`src/nsm_defines.vh`:
```
`ifndef NSM_DEFINES_VH
`define NSM_DEFINES_VH

// Register byte offsets in configuration space.
`define NSM_OFF_MSI_CONTROL     12'h064
`define NSM_OFF_MSI_LOWER_ADDR  12'h068
`define NSM_OFF_MSI_UPPER_ADDR  12'h06c
`define NSM_OFF_MSI_PAYLOAD     12'h070
`define NSM_OFF_BRIDGE_CAP_HDR  12'h074
`define NSM_OFF_SIDE_CONTROL    12'h078

// Interrupt capability control fields.
`define NSM_MSI_CAP_ID          8'h05
`define NSM_MSI_NEXT_PTR        8'h74
`define NSM_MSI_ENABLE_BIT      16
`define NSM_MSI_WIDE_BIT        23

// Bridge capability header reset values.
`define NSM_CAP_ID_RESET        8'h09
`define NSM_CAP_NEXT_RESET      8'hb4
`define NSM_CAP_LENGTH_RESET    8'h40
`define NSM_CAP_TYPE_RESET      8'h01

// Far side mode codes.
`define NSM_MODE_ENABLED        2'h0
`define NSM_MODE_NOT_READY      2'h1
`define NSM_MODE_DISABLED       2'h2
`define NSM_MODE_RESERVED       2'h3

`endif

```
`src/nsm_rx_gate.v`:
```
`timescale 1ns/100ps
`include "nsm_defines.vh"

module nsm_rx_gate (
    input  wire       clk,
    input  wire       rst_n,
    input  wire [1:0] farSideMode,
    input  wire       rxValid,
    input  wire       rxIsConfig,
    output reg        rxForward,
    output reg        rxRetry,
    output reg        rxDiscard,
    output reg        rxCreditReturn
);

    wire notReady = (farSideMode == `NSM_MODE_NOT_READY);
    wire disabled = (farSideMode == `NSM_MODE_DISABLED);

    always @(posedge clk or negedge rst_n) begin
        if (!rst_n) begin
            rxForward      <= 1'b0;
            rxRetry        <= 1'b0;
            rxDiscard      <= 1'b0;
            rxCreditReturn <= 1'b0;
        end else begin
            rxForward      <= rxValid & ~notReady & ~disabled;
            rxRetry        <= rxValid & notReady & rxIsConfig; // RQ10
            rxDiscard      <= rxValid & (disabled | (notReady & ~rxIsConfig)); // RQ10 RQ11
            // Credits flow back for every blocked packet; the link layers never stop.
            rxCreditReturn <= rxValid & (notReady | disabled); // RQ12 RQ13
        end
    end

endmodule // nsm_rx_gate

```
`src/nsm_side_mode_regs.v`:
```
// Behaviour
// (RQ1) Lower interrupt address held in bits 31:2; bits 1:0 read zero.
// (RQ2) Interrupt write uses 64-bit address when upper address is non-zero.
// (RQ3) Sixteen-bit payload sent as low data bits; bits 31:16 read zero.
// (RQ4) Capability identifier in bits 7:0 resets to 0x9, writable for test.
// (RQ5) Writable next capability pointer in bits 15:8 resets to 0xB4.
// (RQ6) Capability byte length in bits 23:16 resets to 0x40.
// (RQ7) Vendor capability type in bits 31:24 resets to 0x1.
// (RQ8) Host writes the capability header only for testing.
// (RQ9) Far side mode: 0 enabled, 1 not ready, 2 disabled, 3 reserved.
// (RQ10) Not ready: config requests get retry status, others are ignored.
// (RQ11) Disabled: far side traffic discarded, this side still forwards onward.
// (RQ12) Discarded packets still return flow control credits.
// (RQ13) Physical and link layers run whatever the mode.
// (RQ14) When both sides get blocked, the first blocked side reverts to enabled; a mode 1 or 2 write to it in the peer's blocking cycle stops the revert.
// (RQ15) Interrupts are sent only while enable bit 16 is set.
// (RQ16) Read-only bit 23 reads one, advertising 64-bit interrupt addresses.
// (RQ17) Upper 16 payload bits are zero; a single message vector is used.
`timescale 1ns/100ps
`include "nsm_defines.vh"

module nsm_side_mode_regs #(
    parameter INTERNAL_SIDE = 1
) (
    input  wire        clk,
    input  wire        rst_n,
    input  wire        cfgWrite,
    input  wire        cfgRead,
    input  wire [11:0] cfgAddr,
    input  wire [3:0]  cfgByteEn,
    input  wire [31:0] cfgWriteData,
    output reg  [31:0] cfgReadData,
    output reg         cfgReadValid,
    input  wire [1:0]  peerMode,
    output reg         peerRevert,
    output reg  [1:0]  farSideModeOut,
    input  wire        msiRequest,
    output reg         msiWriteValid,
    output reg         msiWide,
    output reg  [63:0] msiAddress,
    output reg  [31:0] msiData,
    input  wire        rxValid,
    input  wire        rxIsConfig,
    output wire        rxForward,
    output wire        rxRetry,
    output wire        rxDiscard,
    output wire        rxCreditReturn
);

    // The internal side leaves reset with its far side not ready, so the far host
    // cannot reach the bridge until this side releases it.
    localparam [1:0] MODE_RESET = (INTERNAL_SIDE != 0) ? `NSM_MODE_NOT_READY : `NSM_MODE_ENABLED;

    reg        msiEnable;
    reg [29:0] lowerMsgAddressField;
    reg [31:0] upperMsgAddress;
    reg [15:0] msgPayloadValue;
    reg [31:0] capHeader;
    reg [1:0]  farSideMode;
    reg        peerBlockedQ;

    wire peerBlocked = (peerMode == `NSM_MODE_NOT_READY) || (peerMode == `NSM_MODE_DISABLED);

    // Byte-lane merge of a write into a stored word.
    function [31:0] merge;
        input [31:0] oldWord;
        input [31:0] newWord;
        input [3:0]  lanes;
        integer i;
        begin
            merge = oldWord;
            for (i = 0; i < 4; i = i + 1) begin
                if (lanes[i]) begin
                    merge[i*8 +: 8] = newWord[i*8 +: 8];
                end
            end
        end
    endfunction

    function blocking;
        input [1:0] mode;
        begin
            blocking = (mode == `NSM_MODE_NOT_READY) || (mode == `NSM_MODE_DISABLED);
        end
    endfunction

    // A mode write needs the lowest byte lane; the control bits above it are not kept.
    wire writeMsiCtl  = cfgWrite && (cfgAddr == `NSM_OFF_MSI_CONTROL);
    wire writeLower   = cfgWrite && (cfgAddr == `NSM_OFF_MSI_LOWER_ADDR);
    wire writeUpper   = cfgWrite && (cfgAddr == `NSM_OFF_MSI_UPPER_ADDR);
    wire writePayload = cfgWrite && (cfgAddr == `NSM_OFF_MSI_PAYLOAD);
    wire writeCapHdr  = cfgWrite && (cfgAddr == `NSM_OFF_BRIDGE_CAP_HDR);
    wire writeCtl     = cfgWrite && (cfgAddr == `NSM_OFF_SIDE_CONTROL) && cfgByteEn[0];

    // Reserved bits are sliced off the merged word before it is stored, so no write can set them.
    wire [31:0] lowerMerged   = merge({lowerMsgAddressField, 2'b00}, cfgWriteData, cfgByteEn);
    wire [31:0] payloadMerged = merge({16'h0000, msgPayloadValue}, cfgWriteData, cfgByteEn);
    wire [1:0]  writtenMode   = cfgWriteData[1:0];

    always @(posedge clk or negedge rst_n) begin
        if (!rst_n) begin
            msiEnable            <= 1'b0;
            lowerMsgAddressField <= 30'h00000000;
            upperMsgAddress      <= 32'h00000000;
            msgPayloadValue      <= 16'h0000;
            capHeader            <= {`NSM_CAP_TYPE_RESET, `NSM_CAP_LENGTH_RESET,
                                     `NSM_CAP_NEXT_RESET, `NSM_CAP_ID_RESET}; // RQ4 RQ5 RQ6 RQ7
        end else begin
            if (writeMsiCtl && cfgByteEn[2]) begin
                msiEnable <= cfgWriteData[`NSM_MSI_ENABLE_BIT]; // RQ15
            end
            if (writeLower) begin
                lowerMsgAddressField <= lowerMerged[31:2]; // RQ1
            end
            if (writeUpper) begin
                upperMsgAddress <= merge(upperMsgAddress, cfgWriteData, cfgByteEn); // RQ2
            end
            if (writePayload) begin
                msgPayloadValue <= payloadMerged[15:0]; // RQ3
            end
            // Test-only writes are honoured in full.
            if (writeCapHdr) begin
                capHeader <= merge(capHeader, cfgWriteData, cfgByteEn); // RQ4 RQ5 RQ6 RQ7 RQ8
            end
        end
    end

    // The far side mode, with the deadlock breaker between the two sides.
    // Only a rising edge of the peer's blocked state reverts this side, so the side
    // that was blocked first returns to enabled unless a mode write of 1 or 2 lands on that edge.
    always @(posedge clk or negedge rst_n) begin
        if (!rst_n) begin
            farSideMode  <= MODE_RESET;
            peerRevert   <= 1'b0;
            peerBlockedQ <= 1'b0;
        end else begin
            peerBlockedQ <= peerBlocked;
            peerRevert   <= 1'b0;
            if (writeCtl && writtenMode != `NSM_MODE_RESERVED) begin
                farSideMode <= writtenMode; // RQ9
                if (blocking(writtenMode) && peerBlocked && !blocking(farSideMode)) begin
                    peerRevert <= 1'b1; // RQ14
                end
            end else if (blocking(farSideMode) && peerBlocked && !peerBlockedQ) begin
                farSideMode <= `NSM_MODE_ENABLED; // RQ14
            end
        end
    end

    always @(posedge clk or negedge rst_n) begin
        if (!rst_n) begin
            farSideModeOut <= MODE_RESET;
        end else begin
            farSideModeOut <= farSideMode;
        end
    end

    // Interrupt message generation.
    // Address, width and data hold after a message until the next one is sent.
    always @(posedge clk or negedge rst_n) begin
        if (!rst_n) begin
            msiWriteValid <= 1'b0;
            msiWide       <= 1'b0;
            msiAddress    <= 64'h0000000000000000;
            msiData       <= 32'h00000000;
        end else begin
            msiWriteValid <= msiRequest && msiEnable; // RQ15
            if (msiRequest && msiEnable) begin
                msiWide <= (upperMsgAddress != 32'h00000000); // RQ2
                msiAddress <= {upperMsgAddress, lowerMsgAddressField, 2'b00}; // RQ1 RQ2
                msiData <= {16'h0000, msgPayloadValue}; // RQ3 RQ17
            end
        end
    end

    // Read path; unmapped offsets read zero.
    always @(posedge clk or negedge rst_n) begin
        if (!rst_n) begin
            cfgReadData  <= 32'h00000000;
            cfgReadValid <= 1'b0;
        end else begin
            cfgReadValid <= cfgRead;
            if (cfgRead) begin
                case (cfgAddr)
                    `NSM_OFF_MSI_CONTROL: begin
                        cfgReadData <= {8'h00, 1'b1, 6'h00, msiEnable,
                                        `NSM_MSI_NEXT_PTR, `NSM_MSI_CAP_ID}; // RQ16 RQ17
                    end
                    `NSM_OFF_MSI_LOWER_ADDR: begin
                        cfgReadData <= {lowerMsgAddressField, 2'b00}; // RQ1
                    end
                    `NSM_OFF_MSI_UPPER_ADDR: begin
                        cfgReadData <= upperMsgAddress;
                    end
                    `NSM_OFF_MSI_PAYLOAD: begin
                        cfgReadData <= {16'h0000, msgPayloadValue}; // RQ3
                    end
                    `NSM_OFF_BRIDGE_CAP_HDR: begin
                        cfgReadData <= capHeader;
                    end
                    // Control bits above the mode field are not implemented and read zero.
                    `NSM_OFF_SIDE_CONTROL: begin
                        cfgReadData <= {30'h00000000, farSideMode};
                    end
                    default: begin
                        cfgReadData <= 32'h00000000;
                    end
                endcase
            end
        end
    end

    nsm_rx_gate u_rx_gate (
        .clk            (clk),
        .rst_n          (rst_n),
        .farSideMode    (farSideMode),
        .rxValid        (rxValid),
        .rxIsConfig     (rxIsConfig),
        .rxForward      (rxForward),
        .rxRetry        (rxRetry),
        .rxDiscard      (rxDiscard),
        .rxCreditReturn (rxCreditReturn)
    );

endmodule // nsm_side_mode_regs

```
`config.mk`:
```
export PLATFORM = sky130hd
export DESIGN_NAME = nsm_side_mode_regs
export DESIGN_NICKNAME = d
export VERILOG_FILES = /design/src/nsm_rx_gate.v /design/src/nsm_side_mode_regs.v
export VERILOG_INCLUDE_DIRS = /design/src
export SDC_FILE = /design/constraint.sdc
export NUM_CORES = 1
export LEC_CHECK = 0
export BUFFER_PORTS_ARGS = -buffer_cell sky130_fd_sc_hd__buf_2
export CAP_MARGIN = 30
export CORE_MARGIN = 1.5
export CORE_UTILIZATION = 55
export CTS_BUF_LIST = sky130_fd_sc_hd__clkbuf_2
export CTS_CLUSTER_DIAMETER = 200
export CTS_CLUSTER_SIZE = 14
export DETAILED_ROUTE_END_ITERATION = 12
export PLACE_DENSITY_LB_ADDON = 0.25
export SKIP_LAST_GASP = 1
export SLEW_MARGIN = 10
export SYNTH_ARGS = -nofsm -noshare
export SYNTH_HDL_FRONTEND = slang
export SYNTH_SLANG_ARGS = --single-unit
```
`constraint.sdc`:
```
create_clock -name clk -period 1.83 [get_ports clk]
set_clock_uncertainty 0.15 [all_clocks]
set_input_delay 0.366 -clock clk [delete_from_list [all_inputs] [get_ports clk]]
set_output_delay 0.366 -clock clk [all_outputs]
set_load 0.05 [all_outputs]
```
==> results of run 1 <==
sequential cells by signal, summed over array words and instances, names as in the netlist, 2 cells and up:
register,flops
msiAddress,62
upperMsgAddress,32
farSideModeOut,2
lowerMsgAddressField,30
msgPayloadValue,16
cfgReadData,32
farSideMode,2
msiData,16
capHeader,32
cell families (layout without fill, tap and decap cells):
group / Yosys count / after routing / share of synthesized area
muxes: 184 / 184 / 0.206
DFF: 234 / 234 / 0.585
xor gates and xnor gates: 1 / 1 / 0.000874
AOI/OAI and AO/OA: 106 / 106 / 0.0747
other: 1 / 20 / 0.000374
buffers and inverters: 94 / 410 / 0.0443
adders and majority gates: 3 / 3 / 0.00374
and+or+nand+nor: 115 / 115 / 0.0845
worst paths after layout:
kind,slack (ps),from,end,depth (start not counted)
worst max-delay path,-190,farSideModeOut[0],farSideModeOut[0],1
worst min-delay path,40,cfgAddr[7],msiEnable,5
worst max register to register,70,farSideMode[0],farSideMode[1],5
worst min register to register,260,farSideMode[0],farSideModeOut[0],0
max in group asynchronous,430,rst_n,capHeader[13],4
min in group asynchronous,410,rst_n,msiData[7],3
what timing repair did:
item	in CTS	in global routing
hold endpoints to repair	375	0
setup endpoints to repair	120	153
hold buffers	52	0
gates resized for setup	241	2
setup buffers	17	16
pin swaps	0	3
metal layers:
layer	up-vias	wire length, um	track usage
met3	63	1670	0.0492
met1	3686	10600	0.367
met2	269	13700	0.480
met5	-	13	0
met4	2	666	0.0787
li1	3274	-	-
area by class of cell:
cell class / count / area [um2] / area share
Tap cell: 229 / 287 / 0.0209
Clock buffer: 31 / 155 / 0.0113
Inverter: 44 / 165 / 0.0120
Timing Repair Buffer: 334 / 3260 / 0.238
Multi-Input combinational cell: 427 / 3940 / 0.287
Clock inverter: 1 / 30.0 / 0.00219
Sequential cell: 234 / 5870 / 0.428
Antenna cell: 2 / 5.00 / 0.000365
through the flow:
step	setup TNS [ps]	instance area (um2)	hold slack (ps)	instances	setup WS [ps]
final	-7880	13700	42.6	1302	-189
after global routing	-18240	13700	16.4	1302	-266
after CTS	-16080	13600	-25.3	1285	-250
after detailed placement	-42320	12000	138	1184	-398
after global placement	-39840	12000	144	1184	-351
after floorplan	-23470	10300	-79.6	755	-238
layout by cell type, fill, tap and decap left out, types with 3 or more instances in the layout:
cell / Yosys / final
dfrtp_1: 224 / 224
mux2_2: 180 / 147
buf_6: 2 / 120
buf_4: 20 / 83
buf_2: 1 / 54
dlygate4sd3_1: 0 / 51
inv_1: 44 / 44
nand2_1: 41 / 40
mux2_4: 0 / 33
clkbuf_2: 0 / 31
o22ai_1: 30 / 30
buf_12: 0 / 23
o21ai_0: 21 / 21
conb_1: 1 / 18
a221o_1: 14 / 14
nor3_4: 12 / 12
a221oi_1: 10 / 10
dfstp_2: 10 / 10
nor2b_1: 9 / 9
a21oi_1: 9 / 9
o32ai_1: 9 / 9
nor4_1: 9 / 9
nand4_1: 8 / 8
nor2_1: 5 / 5
nand2b_1: 6 / 5
nor4_4: 3 / 4
nand3_4: 3 / 4
a21o_1: 4 / 4
a2bb2oi_1: 4 / 4
mux2i_1: 3 / 3
ha_1: 3 / 3
power breakdown:
part | leakage [nW] | switching (mW) | internal [mW]
clock network | 0.143 | 1.61 | 0.572
logic | 3.50 | 0.583 | 0.344
registers | 3.23 | 0.0396 | 5.25
==> impl_metrics.ini, run 1 <==
[outcome]
status = finished, violations left
violations = setup timing

[placement]
gp_congestion = 0.807
numPortBuffers = 176
hpwl_um = 17300

[floorplanning]
io_pins = 195
die_x_um = 138
core_um2 = 17900
die_area_um2 = 19000
die_h_um = 138
initial_core_util = 0.560
std_cell_rows = 49

[worst_setup_path]
slowest_delay_ps = 590
path_cells = buf_8
cp_data_required_time_ps = 1310
startpoint_type = register
path_class = reg -> out
crit_path_end_kind = output port
critPathSlowestCell = dfstp_2
cp_max_fo = 1
worstPathArrival_ps = 1500
crit_family = flip-flops
crit_buf_inv = 1

[clock_tree]
cts_tree = yes
cts_made_buffers = 20
clk_path_buf_depth = 3
path_clk_slew_ps = 260
clock-root-buffer = clkbuf_2
clk_latency_ps = 800
htree_levels = 1
clock-sinks = 234

[synth]
syn_area_per_cell_um2 = 13.6
synth_cell_type_count = 51
yosysMostFrequentCell = dfrtp_1
synth_ff_type = dfrtp_1
synth-edff-count = 0
synth_top_area_cell = dfrtp_1
yosysSeqAreaShare = 0.585
yosysTopAreaCellShare = 0.559
synth_cells = 738
ys_async_sr_fraction = 1.00
yosys-top-cells-area = dfrtp_1, mux2_2, dfstp_2
synth-seq-cells = 234
yosysWarnings = 0
synthTopCellsByCount = dfrtp_1, mux2_2, inv_1
netlist_area_um2 = 10000

[layout]
final_layout_size_suffix_gt1_frac = 0.496
final_util = 0.766
final_nets = 1121
syn_to_final_growth_pct = 36.7
fillerInstances = 1107

[timing]
fin_crit_sh = 1.10
setup_viol = 120
maxSlewViolCount = 0
fin_crit_ps = 2020
finalHoldViolCount = 0
timing.final.ws_setup_ps = -189
fmax_mhz = 495
grt_setup_unrepaired = yes

[global_route]
grt_pass1_wl_um = 42500
gr-total-overflow = 0
grt_usage = 0.280
antenna_found_initial = 3
grt_max_degree = 54
grt_pass1_vias = 7873

[power_and_ir_drop]
peakVddDrop_uv = 858
p_total_mw = 8.40
power.leakage_nw = 6.87
p_per_area_nw_per_um2 = 612

[route]
remaining_drc_errors = 0
wl_per_cell_um = 20.5
drtPass1Iterations = 5
drt_iter0_drc = 349
vias = 7294
drtAntennaViolNets = 0
routed_wl_um = 26700
viasPerCell = 5.60

[job]
cap_violations = 0

[hold_path]
hold_path.class = in -> reg
Power figures use the tool's default switching activity.
==> inputs of run 2 (changes only) <==
--- a/config.mk
+++ b/config.mk
@@ -8,8 +8,7 @@
 export LEC_CHECK = 0
 export BUFFER_PORTS_ARGS = -buffer_cell sky130_fd_sc_hd__buf_2
 export CAP_MARGIN = 30
-export CORE_MARGIN = 1.5
-export CORE_UTILIZATION = 55
+export CORE_UTILIZATION = 45
 export CTS_BUF_LIST = sky130_fd_sc_hd__clkbuf_2
 export CTS_CLUSTER_DIAMETER = 200
 export CTS_CLUSTER_SIZE = 14
==> run 2 against run 1 <==
  * The flow still finishes with violations (setup timing)
  * Hold slack better by 25 ps
  * Critical path type unchanged
  * Cell count up 4.8%
  * Critical endpoint unchanged
  * Routed wire length down 1.7%
==> impl_metrics.ini, run 2 (same netlist as run 1, synthesis figures left out) <==
[layout]
regMostFlops = msiAddress
syn_to_final_growth_pct = 38.4
layout_commonest_cell = dfrtp_1
layout_common_cells = dfrtp_1, mux2_2, buf_6
final_layout_size_suffix_gt1_frac = 0.495
multiInputGateArea_um2 = 3940
fillerInstances = 1701
regArea_um2 = 5870
largest_reg_flops = 62
final_nets = 1128

[global_route]
antenna_found_initial = 4
grt_pass1_wl_um = 41400
gr-total-overflow = 0
grt_usage = 0.236
grt_pass1_vias = 7371
grt_max_degree = 57

[worst_setup_path]
r2r-start = farSideMode[0]
critPathSlowestCell = dfstp_2
crit_path_end_kind = output port
cp_num_cells = 1
startpoint = farSideModeOut[0]
crit_family = flip-flops
path_class = reg -> out
worstPathArrival_ps = 1480
slowest_delay_ps = 590
path_cells = buf_8
worstRegToRegCells = 5
cp_data_required_time_ps = 1310
cp_max_fo = 1
crit_buf_inv = 1
startpoint_type = register
r2r_setup_slack_ps = 100
r2r_end = farSideMode[1]
crit_path_end = farSideModeOut[0]

[floorplanning]
io_pins = 195
initial_core_util = 0.459
die_x_um = 151
die_h_um = 151
std_cell_rows = 54
core_um2 = 21800
die_area_um2 = 22900

[power_and_ir_drop]
p_per_area_nw_per_um2 = 610
power.leakage_nw = 6.93
peakVddDrop_uv = 573

[timing]
fmax_mhz = 500
setup_viol = 122
setup-tns-final_ps = -10780
maxSlewViolCount = 0
timing.final.ws_setup_ps = -170
fin_crit_ps = 2000
fin_crit_sh = 1.09
finalHoldViolCount = 0
grt_setup_unrepaired = yes

[route]
remaining_drc_errors = 0
viasPerCell = 5.27
drtAntennaViolNets = 0
drt_iter0_drc = 296
routed_wl_um = 26200
wl_per_cell_um = 19.2
drtPass1Iterations = 4
vias = 7188

[outcome]
violations = setup timing
status = finished, violations left

[hold_path]
hold_path.class = in -> reg

[placement]
gp_congestion = 0.813
detailedPlace.worstSlack_ps = -423
hpwl_um = 17700
numPortBuffers = 176

[clock_tree]
clk_latency_ps = 810
clk_path_buf_depth = 3
cts_tree = yes
clock-sinks = 234
clock-root-buffer = clkbuf_2
path_clk_slew_ps = 250
htree_levels = 1
cts_made_buffers = 20

[job]
cap_violations = 0
-- run 2: through the flow --
stage               instance area [um2]  hold slack (ps)  total power, mW  utilization  instances
finish                            13900             68.0             8.47        0.636       1365
global route                      13900             28.9             8.85        0.636       1364
CTS                               13800             4.25             8.57        0.632       1352
detailed placement                12100              113             6.15        0.554       1238
global placement                  12100              115             6.14        0.554       1238
floorplan                         10300            -79.6             5.79            -        755
-- run 2: cell type report --
cell class,count,share of cell area
diodes,3,0.000541
clock buffers,35,0.0126
clock inverters,1,0.00216
inverters,44,0.0119
multi-input cells,427,0.284
flip-flops and latches,234,0.423
well taps,280,0.0252
repair buffers,341,0.241
-- run 2: what timing repair did --
action,4_1_cts,5_1_grt
endpoints found under the hold margin,445,0
setup buffers,18,11
pin swaps,0,3
resized for setup,240,1
endpoints found under the setup margin,120,125
hold buffers,60,0
-- run 2: power by group --
part	leakage [nW]	switching, mW	internal [mW]	total, mW
Sequential	3.23	0.0356	5.25	5.28
Clock	0.160	1.63	0.625	2.25
Combinational	3.54	0.578	0.359	0.936
-- run 2: per-layer routing --
| metal | part of all wire | vias up | track usage |
|---|---|---|---|
| li1 | - | 3302 | - |
| met1 | 0.44 | 3627 | 0.324 |
| met2 | 0.49 | 223 | 0.393 |
| met3 | 0.059 | 34 | 0.0407 |
| met4 | 0.015 | 2 | 0.0510 |
| met5 | 0.00065 | - | 0 |
-- run 2: worst min-delay path by stage --
stage / start / endpoint / cells past startpoint
6_report: cfgWrite / lowerMsgAddressField[11] / 5
5_1_grt: cfgAddr[5] / peerRevert / 5
4_1_cts: cfgAddr[2] / cfgReadData[0] / 6
3_5_place_dp: rst_n / msiData[7] / 1
3_3_place_gp: rst_n / msiData[7] / 1
2_1_floorplan: rst_n / capHeader[11] / 0
-- run 2: worst min-delay path, cell delays in order --
cell	delay (ps)
buf_2	140
nand3_4	130
nor3_4	50
buf_12	140
mux2_4	190
